File: src/rtl/wsg_pkg.sv
// Package with register map, field layout, reset values and types of the wait generator.
package wsg_pkg;

    // ------------------------------------------------------------------
    // Register map
    // ------------------------------------------------------------------
    localparam logic [7:0] WAIT_CTRL_ADDR = 8'h00;
    localparam logic [7:0] MEM_BOUNDS_ADDR = 8'h01;
    localparam logic [7:0] STATUS_ADDR = 8'h02;

    // ------------------------------------------------------------------
    // Field layout of wait_control_reg and mem_wait_bounds_reg
    // ------------------------------------------------------------------
    localparam int DAISY_LSB = 6;
    localparam int VECTOR_BIT = 5;
    localparam int OPEXT_BIT = 4;
    localparam int MEMW_LSB = 2;
    localparam int IOW_LSB = 0;
    localparam int HIGH_BOUND_LSB = 4;
    localparam int LOW_BOUND_LSB = 0;

    // ------------------------------------------------------------------
    // Status register bits
    // ------------------------------------------------------------------
    localparam int STAT_POR_BIT = 0;
    localparam int STAT_BUSY_BIT = 1;
    localparam int STAT_EXTW_BIT = 2;
    localparam int STAT_SEQ_BIT = 3;

    // ------------------------------------------------------------------
    // Reset values and codes
    // ------------------------------------------------------------------
    localparam logic [7:0] WAIT_CTRL_RST = 8'hff;
    localparam logic [7:0] WAIT_CTRL_CLR = 8'h00;
    localparam logic [7:0] MEM_BOUNDS_RST = 8'hf0;
    localparam logic [7:0] RET_PREFIX = 8'hed;
    localparam logic [7:0] RET_SECOND = 8'h4d;
    localparam logic [3:0] POR_LAST_FETCH = 4'hf;
    localparam logic [2:0] RET_WAIT_SHORT = 3'h2;
    localparam logic [2:0] RET_WAIT_LONG = 3'h4;
    localparam logic [2:0] RET_WAIT_OTHER = 3'h1;
    localparam logic [2:0] VECTOR_WAITS = 3'h1;

    // ------------------------------------------------------------------
    // Types
    // ------------------------------------------------------------------
    typedef struct packed {
        logic opcode_fetch_cycle_n;
        logic mem_request_n;
        logic io_request_n;
        logic read_n;
        logic write_n;
    } wsg_bus_t;

    typedef enum logic [2:0] {
        ST_IDLE = 3'h0,
        ST_COUNT = 3'h1,
        ST_EXT = 3'h3,
        ST_HOLD = 3'h2,
        ST_ACK_IO = 3'h6
    } wsg_state_t;

    typedef enum logic [2:0] {
        KIND_NONE = 3'h0,
        KIND_FETCH = 3'h1,
        KIND_ACK = 3'h2,
        KIND_MEM = 3'h3,
        KIND_IO = 3'h4
    } wsg_kind_t;

endpackage : wsg_pkg

File: src/rtl/wsg_wait_gen.sv
// Wait state generator that stretches bus cycles of the on-chip CPU core.
//
// How it works
// [RL1] The block drives the core's wait request itself, no outside logic needed.
// [RL2] The external wait pin is looked at only after the programmed waits, not after the daisy-chain settle wait.
// [RL3] Memory read and write cycles get zero to three programmed waits.
// [RL4] With the opcode extension set, each opcode fetch gets one more wait on top.
// [RL5] Memory waits apply only inside the programmed address range.
// [RL6] I/O cycles get zero, two, four or six programmed waits.
// [RL7] I/O cycles aimed at on-chip peripheral registers get no I/O waits.
// [RL8] With vector wait set, one wait follows the I/O request in an acknowledge cycle.
// [RL9] An acknowledge cycle gets zero, two, four or six waits before the I/O request falls.
// [RL10] Return-sequence waits are added only for the four or six acknowledge wait settings, in the fetch after EDh.
// [RL11] A 4Dh after EDh gets two waits for the four setting and four for the six setting.
// [RL12] Any other byte after EDh gets exactly one wait.
// [RL13] The control register holds daisy 7-6, vector 5, opcode 4, memory 3-2 and I/O 1-0.
// [RL14] After reset all wait fields sit at maximum until the sixteenth fetch ends, then clear unless written.
// [RL15] Memory waits apply when high bound >= top address nibble >= low bound; bounds reset to F0h.
// [RL16] Waits are whole clock cycles and the request drops exactly when the count is spent.
//
// The plain strobed port and the register offsets were left to the implementer.
`timescale 1ns/100ps
`default_nettype none

module wsg_wait_gen #(
    parameter int CNT_W = 3
) (
    input wire logic I_CLK,
    input wire logic I_SRST,
    input wire logic [7:0] I_REG_ADDR,
    input wire logic [7:0] I_REG_WDATA,
    input wire logic I_REG_WR,
    input wire logic I_REG_RD,
    output logic [7:0] O_REG_RDATA,
    input wire wsg_pkg::wsg_bus_t I_BUS,
    input wire logic [3:0] I_ADDR_TOP_NIBBLE,
    input wire logic I_ONCHIP_IO,
    input wire logic [7:0] I_DATA,
    input wire logic I_EXT_WAIT_N,
    output logic O_WAIT_N
);

    // ------------------------------------------------------------------
    // Helper functions
    // ------------------------------------------------------------------
    // Maps a two-bit field onto 0, 2, 4 or 6 waits.
    function automatic logic [CNT_W-1:0] even_waits(input logic [1:0] f);
        even_waits = CNT_W'({f, 1'b0});
    endfunction : even_waits

    function automatic logic [CNT_W-1:0] odd_ext(input logic [1:0] f,
                                                 input logic ext);
        odd_ext = CNT_W'(f) + CNT_W'(ext);
    endfunction : odd_ext

    // ------------------------------------------------------------------
    // Declarations
    // ------------------------------------------------------------------
    logic [7:0] wait_control_reg, wait_control_next;
    logic [7:0] mem_wait_bounds_reg, mem_wait_bounds_next;
    logic ctrl_written_reg, ctrl_written_next;
    logic por_active_reg, por_active_next;
    logic [3:0] fetch_cnt_reg, fetch_cnt_next;
    logic fetch_n_d_reg, fetch_n_d_next;
    logic [7:0] rdata_reg, rdata_next;
    logic ext_s1_reg, ext_s2_reg, ext_s3_reg;
    logic ext_wait_reg, ext_wait_next;
    wsg_pkg::wsg_state_t state_reg, state_next;
    wsg_pkg::wsg_kind_t kind_reg, kind_next;
    logic [CNT_W-1:0] cnt_reg, cnt_next;
    logic ret_pending_reg, ret_pending_next;
    logic ret_fetch_reg, ret_fetch_next;
    logic prev_prefix_reg, prev_prefix_next;
    logic wait_n_reg, wait_n_next;

    logic [1:0] daisy_f, memw_f, iow_f;
    logic vector_en, opext_en, in_range, ret_armed;
    logic fetch_n_rise;

    assign daisy_f = wait_control_reg[wsg_pkg::DAISY_LSB +: 2];
    assign memw_f = wait_control_reg[wsg_pkg::MEMW_LSB +: 2];
    assign iow_f = wait_control_reg[wsg_pkg::IOW_LSB +: 2];
    assign vector_en = wait_control_reg[wsg_pkg::VECTOR_BIT];
    assign opext_en = wait_control_reg[wsg_pkg::OPEXT_BIT];

    // [RL15] Range compare.
    assign in_range =
        (mem_wait_bounds_reg[wsg_pkg::HIGH_BOUND_LSB +: 4]
         >= I_ADDR_TOP_NIBBLE) &&
        (I_ADDR_TOP_NIBBLE >= mem_wait_bounds_reg[wsg_pkg::LOW_BOUND_LSB +: 4]);

    // [RL10] Only the four or six settings arm the sequence.
    assign ret_armed = daisy_f[1];
    assign fetch_n_rise = I_BUS.opcode_fetch_cycle_n & ~fetch_n_d_reg;

    // ------------------------------------------------------------------
    // External wait synchroniser
    // ------------------------------------------------------------------
    always_ff @(posedge I_CLK) begin
        if (I_SRST) begin
            ext_s1_reg <= 1'b1;
            ext_s2_reg <= 1'b1;
            ext_s3_reg <= 1'b1;
        end else begin
            ext_s1_reg <= I_EXT_WAIT_N;
            ext_s2_reg <= ext_s1_reg;
            ext_s3_reg <= ext_s2_reg;
        end
    end

    // A change is taken once the second and third stages agree.
    always_comb begin
        ext_wait_next = ext_wait_reg;
        if (ext_s2_reg == ext_s3_reg) begin
            ext_wait_next = ~ext_s3_reg;
        end
    end

    // ------------------------------------------------------------------
    // Register file and power-on defaults
    // ------------------------------------------------------------------
    always_comb begin
        wait_control_next = wait_control_reg;
        mem_wait_bounds_next = mem_wait_bounds_reg;
        ctrl_written_next = ctrl_written_reg;
        por_active_next = por_active_reg;
        fetch_cnt_next = fetch_cnt_reg;
        fetch_n_d_next = I_BUS.opcode_fetch_cycle_n;
        rdata_next = 8'h00;

        // [RL14] Count fetch trailing edges and drop the defaults on the 16th.
        if (por_active_reg && fetch_n_rise) begin
            fetch_cnt_next = fetch_cnt_reg + 4'h1;
            if (fetch_cnt_reg == wsg_pkg::POR_LAST_FETCH) begin
                por_active_next = 1'b0;
                if (!ctrl_written_reg) begin
                    wait_control_next = wsg_pkg::WAIT_CTRL_CLR;
                end
            end
        end

        // [RL13] Software writes land in the documented fields.
        if (I_REG_WR) begin
            case (I_REG_ADDR)
                wsg_pkg::WAIT_CTRL_ADDR: begin
                    wait_control_next = I_REG_WDATA;
                    ctrl_written_next = 1'b1;
                end
                wsg_pkg::MEM_BOUNDS_ADDR: begin
                    mem_wait_bounds_next = I_REG_WDATA;
                end
                default: begin
                end
            endcase
        end

        if (I_REG_RD) begin
            case (I_REG_ADDR)
                wsg_pkg::WAIT_CTRL_ADDR: begin
                    rdata_next = wait_control_reg;
                end
                wsg_pkg::MEM_BOUNDS_ADDR: begin
                    rdata_next = mem_wait_bounds_reg;
                end
                wsg_pkg::STATUS_ADDR: begin
                    rdata_next[wsg_pkg::STAT_POR_BIT] = por_active_reg;
                    rdata_next[wsg_pkg::STAT_BUSY_BIT] =
                        (state_reg != wsg_pkg::ST_IDLE);
                    rdata_next[wsg_pkg::STAT_EXTW_BIT] = ext_wait_reg;
                    rdata_next[wsg_pkg::STAT_SEQ_BIT] = prev_prefix_reg;
                end
                default: begin
                    rdata_next = 8'h00;
                end
            endcase
        end
    end

    always_ff @(posedge I_CLK) begin
        if (I_SRST) begin
            // [RL14] Maximum settings from reset.
            wait_control_reg <= wsg_pkg::WAIT_CTRL_RST;
            // [RL15] Bounds cover the whole space from reset.
            mem_wait_bounds_reg <= wsg_pkg::MEM_BOUNDS_RST;
            ctrl_written_reg <= 1'b0;
            por_active_reg <= 1'b1;
            fetch_cnt_reg <= 4'h0;
            fetch_n_d_reg <= 1'b1;
            rdata_reg <= 8'h00;
            ext_wait_reg <= 1'b0;
        end else begin
            wait_control_reg <= wait_control_next;
            mem_wait_bounds_reg <= mem_wait_bounds_next;
            ctrl_written_reg <= ctrl_written_next;
            por_active_reg <= por_active_next;
            fetch_cnt_reg <= fetch_cnt_next;
            fetch_n_d_reg <= fetch_n_d_next;
            rdata_reg <= rdata_next;
            ext_wait_reg <= ext_wait_next;
        end
    end

    // ------------------------------------------------------------------
    // Cycle sequencer
    // ------------------------------------------------------------------
    // The core holds each strobe until the wait request is released, so a
    // cycle is taken once in IDLE and HOLD waits for the fetch, memory and I/O requests to rise.
    always_comb begin
        state_next = state_reg;
        kind_next = kind_reg;
        cnt_next = cnt_reg;
        ret_pending_next = ret_pending_reg;
        ret_fetch_next = ret_fetch_reg;
        prev_prefix_next = prev_prefix_reg;

        case (state_reg)
            wsg_pkg::ST_IDLE: begin
                ret_fetch_next = 1'b0;
                if (!I_BUS.opcode_fetch_cycle_n && !I_BUS.mem_request_n) begin
                    // [RL4] Opcode fetch adds the extension wait.
                    kind_next = wsg_pkg::KIND_FETCH;
                    state_next = wsg_pkg::ST_COUNT;
                    // [RL5] Memory waits only within range.
                    cnt_next = odd_ext(in_range ? memw_f : 2'b00, opext_en);
                    // [RL10] Fetch right after the prefix byte.
                    ret_pending_next = prev_prefix_reg && ret_armed;
                    ret_fetch_next = prev_prefix_reg;
                end else if (!I_BUS.opcode_fetch_cycle_n &&
                             I_BUS.io_request_n) begin
                    // [RL9] Daisy-chain settle waits ahead of the I/O request.
                    kind_next = wsg_pkg::KIND_ACK;
                    state_next = wsg_pkg::ST_COUNT;
                    cnt_next = even_waits(daisy_f);
                    ret_pending_next = 1'b0;
                end else if (!I_BUS.mem_request_n &&
                             (!I_BUS.read_n || !I_BUS.write_n)) begin
                    // [RL3] Memory read or write waits.
                    kind_next = wsg_pkg::KIND_MEM;
                    state_next = wsg_pkg::ST_COUNT;
                    // [RL5] Memory waits only within range.
                    cnt_next = in_range ? CNT_W'(memw_f) : '0;
                    ret_pending_next = 1'b0;
                end else if (!I_BUS.io_request_n &&
                             I_BUS.opcode_fetch_cycle_n) begin
                    kind_next = wsg_pkg::KIND_IO;
                    state_next = wsg_pkg::ST_COUNT;
                    // [RL7] On-chip registers get no programmed I/O waits.
                    // [RL6] Off-chip I/O gets 0, 2, 4 or 6.
                    cnt_next = I_ONCHIP_IO ? '0 : even_waits(iow_f);
                    ret_pending_next = 1'b0;
                end
            end
            wsg_pkg::ST_COUNT: begin
                // [RL16] One wait per clock until the count is spent.
                if (cnt_reg > CNT_W'(1)) begin
                    cnt_next = cnt_reg - CNT_W'(1);
                end else if (ret_pending_reg) begin
                    ret_pending_next = 1'b0;
                    if (I_DATA == wsg_pkg::RET_SECOND) begin
                        // [RL11] Two or four waits for the return byte.
                        cnt_next = daisy_f[0] ? CNT_W'(wsg_pkg::RET_WAIT_LONG)
                                              : CNT_W'(wsg_pkg::RET_WAIT_SHORT);
                    end else begin
                        // [RL12] Exactly one wait for any other byte.
                        cnt_next = CNT_W'(wsg_pkg::RET_WAIT_OTHER);
                    end
                end else if (kind_reg == wsg_pkg::KIND_ACK) begin
                    // [RL2] No external sampling after the settle wait.
                    cnt_next = '0;
                    state_next = wsg_pkg::ST_ACK_IO;
                end else begin
                    cnt_next = '0;
                    state_next = wsg_pkg::ST_EXT;
                end
            end
            wsg_pkg::ST_ACK_IO: begin
                if (!I_BUS.io_request_n) begin
                    kind_next = wsg_pkg::KIND_IO;
                    if (vector_en) begin
                        // [RL8] One vector wait after the I/O request falls.
                        cnt_next = CNT_W'(wsg_pkg::VECTOR_WAITS);
                        state_next = wsg_pkg::ST_COUNT;
                    end else begin
                        state_next = wsg_pkg::ST_EXT;
                    end
                end
            end
            wsg_pkg::ST_EXT: begin
                // [RL2] External wait is honoured only here.
                if (!ext_wait_next) begin
                    state_next = wsg_pkg::ST_HOLD;
                    if (kind_reg == wsg_pkg::KIND_FETCH) begin
                        prev_prefix_next = !ret_fetch_reg &&
                                           (I_DATA == wsg_pkg::RET_PREFIX);
                    end
                end
            end
            wsg_pkg::ST_HOLD: begin
                if (I_BUS.opcode_fetch_cycle_n && I_BUS.mem_request_n &&
                    I_BUS.io_request_n) begin
                    state_next = wsg_pkg::ST_IDLE;
                    kind_next = wsg_pkg::KIND_NONE;
                end
            end
            default: begin
                state_next = wsg_pkg::ST_IDLE;
                kind_next = wsg_pkg::KIND_NONE;
                cnt_next = '0;
            end
        endcase

        // [RL1] Wait request is registered from the count or the synchronised pin.
        wait_n_next = !((state_next == wsg_pkg::ST_COUNT &&
                         cnt_next != '0) ||
                        (state_next == wsg_pkg::ST_EXT && ext_wait_next));
    end

    always_ff @(posedge I_CLK) begin
        if (I_SRST) begin
            state_reg <= wsg_pkg::ST_IDLE;
            kind_reg <= wsg_pkg::KIND_NONE;
            cnt_reg <= '0;
            ret_pending_reg <= 1'b0;
            ret_fetch_reg <= 1'b0;
            prev_prefix_reg <= 1'b0;
            wait_n_reg <= 1'b1;
        end else begin
            state_reg <= state_next;
            kind_reg <= kind_next;
            cnt_reg <= cnt_next;
            ret_pending_reg <= ret_pending_next;
            ret_fetch_reg <= ret_fetch_next;
            prev_prefix_reg <= prev_prefix_next;
            wait_n_reg <= wait_n_next;
        end
    end

    assign O_WAIT_N = wait_n_reg;
    assign O_REG_RDATA = rdata_reg;

endmodule : wsg_wait_gen

`default_nettype wire

File: config.mk
export PLATFORM = sky130hd
export DESIGN_NAME = wsg_wait_gen
export DESIGN_NICKNAME = d
export VERILOG_FILES = /design/src/rtl/wsg_pkg.sv /design/src/rtl/wsg_wait_gen.sv
export SDC_FILE = /design/constraint.sdc
export NUM_CORES = 1
export LEC_CHECK = 0
export ABC_AREA = 1
export BUFFER_PORTS_ARGS = -buffer_cell sky130_fd_sc_hd__buf_4
export CAP_MARGIN = 5
export CORE_ASPECT_RATIO = 0.7
export CORE_MARGIN = 4
export CORE_UTILIZATION = 55
export DETAILED_ROUTE_END_ITERATION = 8
export PLACE_DENSITY = 0.89
export SLEW_MARGIN = 20
export SYNTH_ARGS = -nofsm -noshare
export SYNTH_HDL_FRONTEND = slang
export SYNTH_SLANG_ARGS = --single-unit
File: constraint.sdc
create_clock -name I_CLK -period 2.2 [get_ports I_CLK]
set_input_delay 0.22 -clock I_CLK [delete_from_list [all_inputs] [get_ports I_CLK]]
set_output_delay 0.22 -clock I_CLK [all_outputs]
set_load 0.1 [all_outputs]
==> out/results.md, run 1 <==
| Stage | Item | This run |
|---|---|---|
| layout | Count of antenna diodes in the layout | 0 |
| logic synthesis | Post-synthesis instance area | 2600 sq um |
| route | Post-Route WL | 6950 um |
| sta | Setup Total Neg Slack | -9.60 ps |
| run status | Status | finished, violations left |
| route | Count of nets left with antenna violations after detail routing | 0 |
| min path | Startpoint of the tightest hold check path | I_EXT_WAIT_N |
| setup path | CP Class | register to register |
| global route | Initial antenna violation count | 0 |
| layout | Most common cell after layout, fill and taps aside | sky130_fd_sc_hd__nand2_1 |
| clock network | Clock sink count | 48 |
| layout | End-of-flow core utilization | 0.711 |
| placed design | Post-detailed-placement half-perimeter wirelength | 5260 um |
| sta | Post-route worst setup slack | -9.60 ps |
| logic synthesis | Distinct cells, synth | 34 |
| floorplan | Area enclosed by the die boundary | 5910 sq um |
| run status | Violations in the final reports | setup timing |
| logic synthesis | EDFF count, synth | 0 |
| logic synthesis | Share of synthesized flip-flops with an asynchronous set or reset | 0 |
| logic synthesis | Seq/Total Area, Yosys | 0.369 |
| layout | Area Overhead vs Synth | 21.7% |
| placed design | Number of cells in the design after placement | 476 |
| sta | Maximum frequency from static timing analysis | 453 MHz |
| layout | Net count reported at finish | 482 |
| route | DRT iter0 DRCs | 354 |
| floorplan | Area of the core region | 4450 sq um |
| setup path | Worst reg-to-reg path cell count | 14 |
| route | DR vias | 2705 |
| logic synthesis | Avg Inst Size Synth | 6.88 sq um |
| floorplan | Starting density of the core | 0.584 |
| clock network | Clock transition at the register clock pins on the worst setup and hold paths after CTS | 80 ps |
| logic synthesis | Top flip-flop cell by instance count after synthesis | sky130_fd_sc_hd__dfxtp_1 |
| sta | Min Clock Period, post-route | 2210 ps |
| floorplan | Number of top-level pins | 48 |
| setup path | Worst r2r dst | O_WAIT_N$_SDFF_PP1_ |
| floorplan | Height of the die | 65.6 um |
| sta | Max-slew headroom at the worst pin | 0.689 |
| clock network | Cts hold-fix bufs | 0 |
| sta | Worst hold slack after final layout | 114 ps |
| clock network | H-Tree Depth | 2 |
| setup path | Required arrival time at the worst endpoint | 2450 ps |
| min path | Hold Path Sink | ext_s1_reg$_SDFF_PP1_ |
| layout | Leading cell types in the layout, fill and taps excluded | sky130_fd_sc_hd__nand2_1, sky130_fd_sc_hd__inv_1, sky130_fd_sc_hd__buf_4 |
| global route | Total congestion overflow | 0 |
| global route | Number of global-route vias before repair | 2429 |
| global route | Maximum number of pins on one net before global-route repair | 20 |
| sta | Final count of hold timing violations | 0 |
| clock network | TritonCTS Buffers | 5 |
| setup path | CP Max Fanout | 3 |
| floorplan | Standard-cell row count | 20 |
| setup path | Worst setup SP type | register |
| route | Post-detailed-route DRC marker count | 0 |
| logic synthesis | Syn. warnings | 0 |
| floorplan | Die width | 90.2 um |
| sta | Finish-stage setup viols | 1 |
| clock network | Clock tree from TritonCTS | done |
| run | Max-capacitance violation count | 0 |
| placed design | Final weighted congestion in routability-driven placement | 0.927 |
| setup path | Slowest Stage Delay on Critical Path | 330 ps |
| setup path | Worst R2R Start | mem_wait_bounds_reg[2]$_SDFFE_PP0P_ |
| logic synthesis | Synthesized Nets | 430 |
| setup path | Worst-path cell with the longest stage delay | sky130_fd_sc_hd__dfxtp_2 |
| route | DR WL/cell | 14.3 um |
| power and ir drop | Leakage component of the power | 1.57 nW |
| setup path | Worst endpoint data arrival time | 2460 ps |
| layout | Filler-free cell count of the finished design | 485 |
| power and ir drop | Power per cell area | 805 nW/um^2 |
| sta | Least-Margin Pin Slew | 465 ps |
| setup path | Sequence of cells on the critical path | inv_2, ha_1, nand2_1, inv_1, nand3_1, nand3_2, and3_4, ha_1, ha_1, nor2_1, nor2_1, a21oi_1, nand2_1, nand2_1 |
| placed design | Count of buffers inserted at the top-level ports | 47 |
| route | Detailed-routing iteration count for the pre-antenna-repair pass | 5 |
| sta | Clock skew | 6.30 ps |
| global route | Wire length of the first global-routing pass | 11100 um |
| route | Vias per inst | 5.58 |
| global route | Total track usage | 0.231 |
| layout | Share of post-route cells with drive strength above 1 | 0.223 |
| min path | Hold crit path type | input pin to register |
| sta | Tcrit/Tclk final | 1.00 |
| clock network | Insertion delay to the later sink of the worst-skew pair | 290 ps |
| setup path | Crit end category | register |
| power and ir drop | Peak VDD IR | 0.446 mV |
| logic synthesis | Synth Register Bits | 48 |
| clock network | Maximum count of clock buffers along a single path | 2 |
| min path | Cells on Worst Hold Path | 2 |
| sta | Final slew viol count | 0 |
| clock network | Root Buffer | sky130_fd_sc_hd__clkbuf_8 |
| setup path | Setup slack, reg-to-reg | -10 ps |
| logic synthesis | Cell count after synthesis | 378 |
how the worst max path moves through the flow:
stage,from,to,cells past startpoint
final,mem_wait_bounds_reg[2]$_SDFFE_PP0P_,O_WAIT_N$_SDFF_PP1_,14
after global routing,mem_wait_bounds_reg[2]$_SDFFE_PP0P_,O_WAIT_N$_SDFF_PP1_,14
after CTS,mem_wait_bounds_reg[7]$_SDFFE_PP1P_,O_WAIT_N$_SDFF_PP1_,13
after detailed placement,I_ADDR_TOP_NIBBLE[3],O_WAIT_N$_SDFF_PP1_,15
after global placement,I_ADDR_TOP_NIBBLE[3],O_WAIT_N$_SDFF_PP1_,13
after floorplan,mem_wait_bounds_reg[3]$_SDFFE_PP0P_,cnt_reg[1]$_SDFF_PP0_,13
cell families after synthesis:
logic type | Yosys count | synth area share
fa+ha+maj | 13 | 0.0625
flops | 48 | 0.369
buf+inv | 71 | 0.107
simple gates | 183 | 0.316
compound gates | 63 | 0.145
routing by layer:
metal | part of all wire | GRT usage | vias to the layer above
met4 | 0.018 | 0.0458 | 0
met1 | 0.45 | 0.316 | 1209
met3 | 0.099 | 0.0652 | 25
met5 | 0 | 0 | -
li1 | - | - | 1335
met2 | 0.44 | 0.368 | 136
worst max-delay path, delay by kind of cell, from the launching register on:
kind	cells	cell delay, ps
flip-flops	1	330
AO/OA/AOI/OAI	1	210
AND/OR/NAND/NOR	8	810
buffers and inverters	2	100
adder cells (fa/ha/maj)	3	740
synthesized netlist by cell type, types with 5 or more instances:
cell | number | area share
sky130_fd_sc_hd__nand2_1 | 86 | 0.12
sky130_fd_sc_hd__inv_1 | 59 | 0.085
sky130_fd_sc_hd__dfxtp_1 | 48 | 0.37
sky130_fd_sc_hd__nand3_1 | 34 | 0.065
sky130_fd_sc_hd__nor2_1 | 32 | 0.046
sky130_fd_sc_hd__a21oi_1 | 22 | 0.042
sky130_fd_sc_hd__o21ai_0 | 19 | 0.037
sky130_fd_sc_hd__ha_1 | 13 | 0.063
sky130_fd_sc_hd__nand4_1 | 8 | 0.019
sky130_fd_sc_hd__o211ai_1 | 7 | 0.020
sky130_fd_sc_hd__inv_2 | 6 | 0.0087
sky130_fd_sc_hd__nor3_1 | 5 | 0.0096
what timing repair did:
action / CTS / global route
resized for setup: 0 / 16
buffers inserted: 0 / 2
endpoints found under the setup margin: 0 / 2
where the power goes:
part / switching [mW] / internal [mW]
combinational: 0.647 / 0.356
clock: 0.278 / 0.217
sequential: 0.0886 / 0.966
total: 1.01 / 1.54
stage by stage:
step	cell area, sq um	setup slack [ps]	power, mW
after floorplan	2600	284	1.75
after global placement	3000	165	1.98
after detailed placement	3000	89.5	2.01
after CTS	3080	70.0	2.50
after global routing	3170	-95.9	2.73
final	3170	-9.60	2.55
area by class of cell:
type	count	area, sq um
fillers	373	1290
multi-input cells	259	1430
clock buffers	6	72.6
well taps	55	68.8
inverters	65	244
clock inverters	1	5.00
repair buffers	51	383
flip-flops and latches	48	968
Power figures use the tool's default switching activity.
==> inputs of run 2 (changes only) <==
- BUFFER_PORTS_ARGS: -buffer_cell sky130_fd_sc_hd__buf_4 -> unset
- CORE_UTILIZATION: 55 -> 60
- DONT_BUFFER_PORTS: unset -> 1
- PLACE_DENSITY: 0.89 -> 0.86
==> run 2 against run 1 <==
  * The flow now finishes without violations
  * Clock power is 43% higher
  * Register-to-register slack better by 130 ps
  * First-iteration DRC count is 27% lower
  * Sequential share of layout area is 2.6 points higher
  * Global-route usage is 1.6 points higher
  * Critical path type unchanged
==> out/results.md, run 2 (synthesis results as in run 1) <==
| Stage | Item | This run | Delta |
|---|---|---|---|
| run status | Status | complete, no violations |  |
| clock network | Maximum count of clock buffers along a single path | 2 | unchanged |
| route | Count of nets left with antenna violations after detail routing | 0 | unchanged |
| route | DRT iter0 DRCs | 257 | -27% |
| setup path | Timing startpoint of the critical path | mem_wait_bounds_reg[5]$_SDFFE_PP1P_ |  |
| clock network | Insertion delay to the later sink of the worst-skew pair | 310 ps | +20 ps |
| placed design | Final weighted congestion in routability-driven placement | 0.989 | +6.7% |
| global route | Total congestion overflow | 0 | unchanged |
| sta | Final slew viol count | 0 | unchanged |
| floorplan | Number of top-level pins | 48 | unchanged |
| placed design | Number of cells in the design after placement | 435 | -8.6% |
| layout | Net count reported at finish | 444 | -7.9% |
| sta | Least-Margin Pin Slew | 546 ps | +81.0 ps |
| route | Post-detailed-route DRC marker count | 0 | unchanged |
| floorplan | Standard-cell row count | 19 | -5.0% |
| setup path | CP Class | register to register |  |
| layout | Area Overhead vs Synth | 11.6% |  |
| sta | Max-slew headroom at the worst pin | 0.635 | -0.0545 |
| floorplan | Height of the die | 63.1 um | -3.7% |
| global route | Initial antenna violation count | 0 | unchanged |
| setup path | CP Max Fanout | 3 | unchanged |
| sta | Post-route worst setup slack | 123 ps | +132 ps |
| sta | Final count of hold timing violations | 0 | unchanged |
| placed design | Count of buffers inserted at the top-level ports | 0 | -100% |
| run | Max-capacitance violation count | 0 | unchanged |
| min path | Hold crit path type | input pin to register |  |
| clock network | H-Tree Depth | 2 | unchanged |
| layout | Post-layout instance area | 2900 sq um | -8.3% |
| floorplan | Die width | 86.7 um | -3.9% |
| setup path | Worst R2R Start | mem_wait_bounds_reg[5]$_SDFFE_PP1P_ |  |
| global route | Number of global-route vias before repair | 2306 | -5.1% |
| clock network | Root Buffer | sky130_fd_sc_hd__clkbuf_8 |  |
| power and ir drop | Final total power | 2.69 mW | +5.5% |
| clock network | Clock transition at the register clock pins on the worst setup and hold paths after CTS | 90 ps | about the same |
| route | Post-Route WL | 6800 um | -2.2% |
| setup path | Required arrival time at the worst endpoint | 2460 ps | about the same |
| setup path | Crit end category | register |  |
| sta | Min Clock Period, post-route | 2080 ps | -132 ps |
| global route | Total track usage | 0.247 | +0.0159 |
| placed design | Post-Place Worst Slack | 101 ps | +11.6 ps |
| setup path | Worst reg-to-reg path cell count | 15 | +1 |
| clock network | Clock tree from TritonCTS | done |  |
| setup path | Setup slack, reg-to-reg | 120 ps | +130 ps |
| setup path | Worst setup SP type | register |  |
| route | Vias per inst | 5.74 | +2.9% |
| floorplan | Area of the core region | 4040 sq um | -9.3% |
| power and ir drop | Peak VDD IR | 0.702 mV | +57% |
| sta | Maximum frequency from static timing analysis | 481 MHz | +6.4% |
| floorplan | Starting density of the core | 0.644 | +0.0597 |
| setup path | Worst endpoint data arrival time | 2330 ps | -130 ps |
| sta | Clock skew | 5.28 ps | -1.03 ps |
| route | DR WL/cell | 15.3 um | +6.6% |
| setup path | Slowest Stage Delay on Critical Path | 340 ps | about the same |
| layout | Filler-free cell count of the finished design | 445 | -8.2% |
| sta | Tcrit/Tclk final | 0.944 | -0.0602 |
| clock network | Clock sink count | 48 | unchanged |
| setup path | Worst-path cell with the longest stage delay | sky130_fd_sc_hd__dfxtp_2 |  |
| layout | Most common cell after layout, fill and taps aside | sky130_fd_sc_hd__nand2_1 |  |
| setup path | Worst r2r dst | O_WAIT_N$_SDFF_PP1_ |  |
| setup path | Sequence of cells on the critical path | ha_1, nand2_1, nand2_1, nand2_1, nand3_2, and3_1, ha_1, ha_1, nor2_1, nor2_1, nand2_1, nand4_1, nor2_1, nand2_1, nand2_1 |  |
| clock network | TritonCTS Buffers | 5 | unchanged |
| power and ir drop | Leakage component of the power | 1.41 nW | -10% |
| global route | Maximum number of pins on one net before global-route repair | 16 | -20% |
| route | DR vias | 2553 | -5.6% |
| sta | Finish-stage setup viols | 0 | -1 |
| layout | Count of antenna diodes in the layout | 0 | unchanged |
| route | Detailed-routing iteration count for the pre-antenna-repair pass | 5 | unchanged |
| floorplan | Area enclosed by the die boundary | 5470 sq um | -7.5% |
| global route | Wire length of the first global-routing pass | 10600 um | -4.4% |
| min path | Cells on Worst Hold Path | 1 | -1 |
| layout | Leading cell types in the layout, fill and taps excluded | sky130_fd_sc_hd__nand2_1, sky130_fd_sc_hd__inv_1, sky130_fd_sc_hd__dfxtp_1 |  |
| setup path | Critical path's most frequent cell | sky130_fd_sc_hd__nand2_1 |  |
| placed design | Post-detailed-placement half-perimeter wirelength | 5230 um | -0.56% |
| power and ir drop | Power per cell area | 927 nW/um^2 | +15% |
| layout | Share of post-route cells with drive strength above 1 | 0.130 | -0.0935 |
| placed design | Dpl cell area | 2720 sq um | -9.6% |
| setup path | Endpoint of the worst setup timing path | O_WAIT_N$_SDFF_PP1_ |  |
==> run 2: what timing repair did <==
| action | in CTS | in global routing |
|---|---|---|
| gates resized for setup | 0 | 8 |
| buffers inserted | 0 | 1 |
| hold buffers | 1 | 0 |
| endpoints found under the setup margin | 0 | 2 |
| endpoints found under the hold margin | 12 | 0 |
==> run 2: power by group <==
group / switching, mW / internal [mW] / leakage, nW / total (mW)
registers: 0.0891 / 0.966 / 0.391 / 1.05
logic: 0.628 / 0.303 / 0.952 / 0.931
clock network: 0.304 / 0.401 / 0.0645 / 0.705
==> run 2: worst max-delay path, delay by kind of cell (launching register included) <==
kind,cells,cell delay (ps)
adders and majority gates,3,640
DFF,1,340
and+or+nand+nor,12,1050
==> run 2: per-layer routing <==
layer / up-vias / GRT usage / wire length [um]
li1: 1253 / - / -
met5: - / 0 / 0
met3: 17 / 0.0625 / 705
met2: 131 / 0.377 / 2940
met1: 1152 / 0.334 / 2980
met4: 0 / 0.0973 / 165
==> run 2: per-stage QoR <==
stage	util	hold WS, ps	TNS (ps)
floorplan	-	296	0
detailed placement	0.672	291	0
global route	0.719	5.59	-15.0
global placement	0.672	289	0
finish	0.719	11.9	0
CTS	0.706	9.93	0
==> run 2: cell type report <==
type	instances	area (sq um)
fillers	330	1140
flip-flops and latches	48	963
multi-input cells	259	1410
clock buffers	7	96.3
repair buffers	13	100
clock inverters	1	30.0
inverters	65	244
well taps	52	65.1
==> run 2: how the worst min path moves through the flow <==
stage                 start                            end  slack [ps]
2_1_floorplan        I_SRST  fetch_cnt_reg[2]$_SDFFE_PP0P_         300
3_3_place_gp         I_SRST  ctrl_written_reg$_SDFFE_PP0P_         290
3_5_place_dp         I_SRST  ctrl_written_reg$_SDFFE_PP0P_         290
4_1_cts              I_SRST          ext_s3_reg$_SDFF_PP1_          10
5_1_grt        I_EXT_WAIT_N          ext_s1_reg$_SDFF_PP1_           6
6_report             I_SRST          ext_s3_reg$_SDFF_PP1_          10
==> inputs of run 3 (changes only) <==
- CAP_MARGIN: 5 -> 0
- PLACE_DENSITY: 0.86 -> 0.87
- REMOVE_ABC_BUFFERS: unset -> 1
==> run 3 against run 2 <==
  * Count of clock-buffer cells in the layout increased by 1
  * Design area decreased by 1.9%
  * Via count decreased by 1.1%
  * Non-clock buffer count decreased by 1
  * Clock skew increased by 1.0 ps
  * Clock power decreased by 21%
  * Critical endpoint unchanged
  * Highest routed layer unchanged
==> out/results.md, run 3 (synthesis results as in run 1) <==
| Stage | Item | This run | Delta |
|---|---|---|---|
| global route | Number of global-route vias before repair | 2211 | -4.1% |
| layout | Footprint of the multi-input gates | 1390 sq um | -0.89% |
| floorplan | Number of top-level pins | 48 | unchanged |
| layout | Area Overhead vs Synth | 9.47% |  |
| clock network | TritonCTS Buffers | 5 | unchanged |
| route | Vias per inst | 5.68 | -0.91% |
| setup path | Required arrival time at the worst endpoint | 2450 ps | about the same |
| layout | Most common cell after layout, fill and taps aside | sky130_fd_sc_hd__nand2_1 |  |
| clock network | Insertion delay to the later sink of the worst-skew pair | 310 ps | about the same |
| floorplan | Height of the die | 63.1 um | unchanged |
| route | DR WL/cell | 14.8 um | -3.3% |
| clock network | H-Tree Depth | 2 | unchanged |
| global route | Initial antenna violation count | 0 | unchanged |
| setup path | Crit end category | register |  |
| sta | Tcrit/Tclk final | 0.953 | +0.00881 |
| route | Met3 WL post-DR | 833 um | +18% |
| route | Post-detailed-route DRC marker count | 0 | unchanged |
| clock network | Clock transition at the register clock pins on the worst setup and hold paths after CTS | 90 ps | about the same |
| floorplan | Area enclosed by the die boundary | 5470 sq um | unchanged |
| sta | Max-slew headroom at the worst pin | 0.632 | -0.00245 |
| clock network | Clock tree from TritonCTS | done |  |
| run | Max-capacitance violation count | 0 | unchanged |
| setup path | CP Class | register to register |  |
| global route | Maximum number of pins on one net before global-route repair | 18 | +2 |
| layout | Net count reported at finish | 443 | -0.23% |
| placed design | Number of cells in the design after placement | 435 | unchanged |
| sta | Least-Margin Pin Slew | 550 ps | +3.66 ps |
| power and ir drop | Power per cell area | 886 nW/um^2 | -4.4% |
| layout | Count of antenna diodes in the layout | 0 | unchanged |
| setup path | Worst endpoint data arrival time | 2350 ps | +20 ps |
| placed design | Dpl cell area | 2720 sq um | unchanged |
| route | DR vias | 2524 | -1.1% |
| sta | Min Clock Period, post-route | 2100 ps | +19.4 ps |
| global route | Total track usage | 0.240 | -0.00688 |
| global route | Wire length of the first global-routing pass | 10400 um | -1.6% |
| route | Met1 WL | 2910 um | -2.5% |
| floorplan | Standard-cell row count | 19 | unchanged |
| route | Detailed-routing iteration count for the pre-antenna-repair pass | 5 | unchanged |
| layout | Leading cell types in the layout, fill and taps excluded | sky130_fd_sc_hd__nand2_1, sky130_fd_sc_hd__inv_1, sky130_fd_sc_hd__dfxtp_1 |  |
| placed design | Post-Place Worst Slack | 92.7 ps | -8.38 ps |
| route | Post-Route WL | 6560 um | -3.5% |
| layout | Share of post-route cells with drive strength above 1 | 0.122 | -0.00732 |
| route | DRT iter0 DRCs | 265 | +3.1% |
| min path | Hold crit path type | input pin to register |  |
| layout | Seq. cell area | 965 sq um | +0.13% |
| floorplan | Starting density of the core | 0.644 | unchanged |
| layout | Filler-free cell count of the finished design | 444 | -0.22% |
| placed design | Final weighted congestion in routability-driven placement | 0.922 | -6.7% |
| floorplan | Die width | 86.7 um | unchanged |
| min path | Startpoint of the tightest hold check path | I_SRST |  |
| layout | Number of filler cells placed in the layout | 341 | +3.3% |
| clock network | Root Buffer | sky130_fd_sc_hd__clkbuf_8 |  |
| power and ir drop | Peak VDD IR | 0.615 mV | -12% |
| setup path | Worst R2R Start | mem_wait_bounds_reg[1]$_SDFFE_PP0P_ |  |
| sta | Final slew viol count | 0 | unchanged |
| clock network | Clock sink count | 48 | unchanged |
| clock network | Setup Buffers After CTS | 0 | unchanged |
| setup path | CP Max Fanout | 3 | unchanged |
| sta | Post-route worst setup slack | 103 ps | -19.4 ps |
| route | Top Layer Used | met4 |  |
| placed design | Post-detailed-placement half-perimeter wirelength | 5030 um | -3.8% |
| sta | Maximum frequency from static timing analysis | 477 MHz | -0.92% |
| layout | Post-layout instance area | 2850 sq um | -1.9% |
| setup path | Timing startpoint of the critical path | mem_wait_bounds_reg[1]$_SDFFE_PP0P_ |  |
| route | Met2 WL post-DR | 2710 um | -7.8% |
| setup path | Worst setup SP type | register |  |
| sta | Setup Total Neg Slack | 0 ps | unchanged |
| run status | Status | complete, no violations |  |
| sta | Final count of hold timing violations | 0 | unchanged |
| min path | Cells on Worst Hold Path | 1 | unchanged |
| route | Count of nets left with antenna violations after detail routing | 0 | unchanged |
| placed design | Count of buffers inserted at the top-level ports | 0 | unchanged |
| global route | Total congestion overflow | 0 | unchanged |
| sta | Clock skew | 6.28 ps | +1.01 ps |
| sta | Finish-stage setup viols | 0 | unchanged |
| floorplan | Area of the core region | 4040 sq um | unchanged |
| setup path | Worst reg-to-reg path cell count | 16 | +1 |
| power and ir drop | Leakage component of the power | 1.38 nW | -1.8% |
| clock network | Maximum count of clock buffers along a single path | 2 | unchanged |
## run 3: cell type report
| type | count | area share |
|---|---|---|
| Multi-Input combinational cell | 259 | 0.489 |
| Sequential cell | 48 | 0.339 |
| Inverter | 65 | 0.0856 |
| Timing Repair Buffer | 12 | 0.0325 |
| Clock buffer | 8 | 0.0316 |
| Tap cell | 52 | 0.0228 |
## run 3: path summary, 6_finish.rpt
| kind | endpoint | slack (ps) |
|---|---|---|
| setup / recovery | O_WAIT_N$_SDFF_PP1_ | 100 |
| hold / removal | ext_s3_reg$_SDFF_PP1_ | 10 |
| setup reg to reg | O_WAIT_N$_SDFF_PP1_ | 100 |
| hold reg to reg | ext_s2_reg$_SDFF_PP1_ | 420 |
## run 3: report_power, final
group / total [mW] / switching (mW) / internal, mW
clock: 0.555 / 0.298 / 0.257
combinational: 0.919 / 0.614 / 0.305
sequential: 1.05 / 0.0837 / 0.966
## run 3: critical path: stages (launching register included)
cell and delay, ps:
sky130_fd_sc_hd__dfxtp_2 340, sky130_fd_sc_hd__inv_1 50, sky130_fd_sc_hd__ha_1 290, sky130_fd_sc_hd__nand2_1 80
sky130_fd_sc_hd__nand2_1 50, sky130_fd_sc_hd__nand2_1 80, sky130_fd_sc_hd__nand3_2 80, sky130_fd_sc_hd__and3_1 150
sky130_fd_sc_hd__ha_1 180, sky130_fd_sc_hd__ha_1 190, sky130_fd_sc_hd__nor2_1 100, sky130_fd_sc_hd__nor2_1 50
sky130_fd_sc_hd__nand2_1 80, sky130_fd_sc_hd__nand4_1 80, sky130_fd_sc_hd__nor2_1 120, sky130_fd_sc_hd__nand2_1 60
sky130_fd_sc_hd__nand2_1 60
## run 3: per-stage QoR
| step | hold WS (ps) | total power [mW] | utilization |
|---|---|---|---|
| global placement | 292 | 1.91 | 0.672 |
| finish | 13.6 | 2.52 | 0.705 |
| CTS | 13.8 | 2.49 | 0.697 |
| floorplan | 282 | 1.74 | - |
| detailed placement | 291 | 1.94 | 0.672 |
| global route | 10.8 | 2.69 | 0.705 |
## run 3: what timing repair did
action,CTS,global route
hold buffers,1,0
endpoints found under the hold margin,12,0
setup endpoints to repair,0,2
gates resized for setup,0,8
## run 3: per-layer routing
layer / GRT usage / up-vias
met1: 0.356 / 1139
met3: 0.0677 / 13
met5: 0 / -
li1: - / 1249
met4: 0.0661 / 0
met2: 0.338 / 123
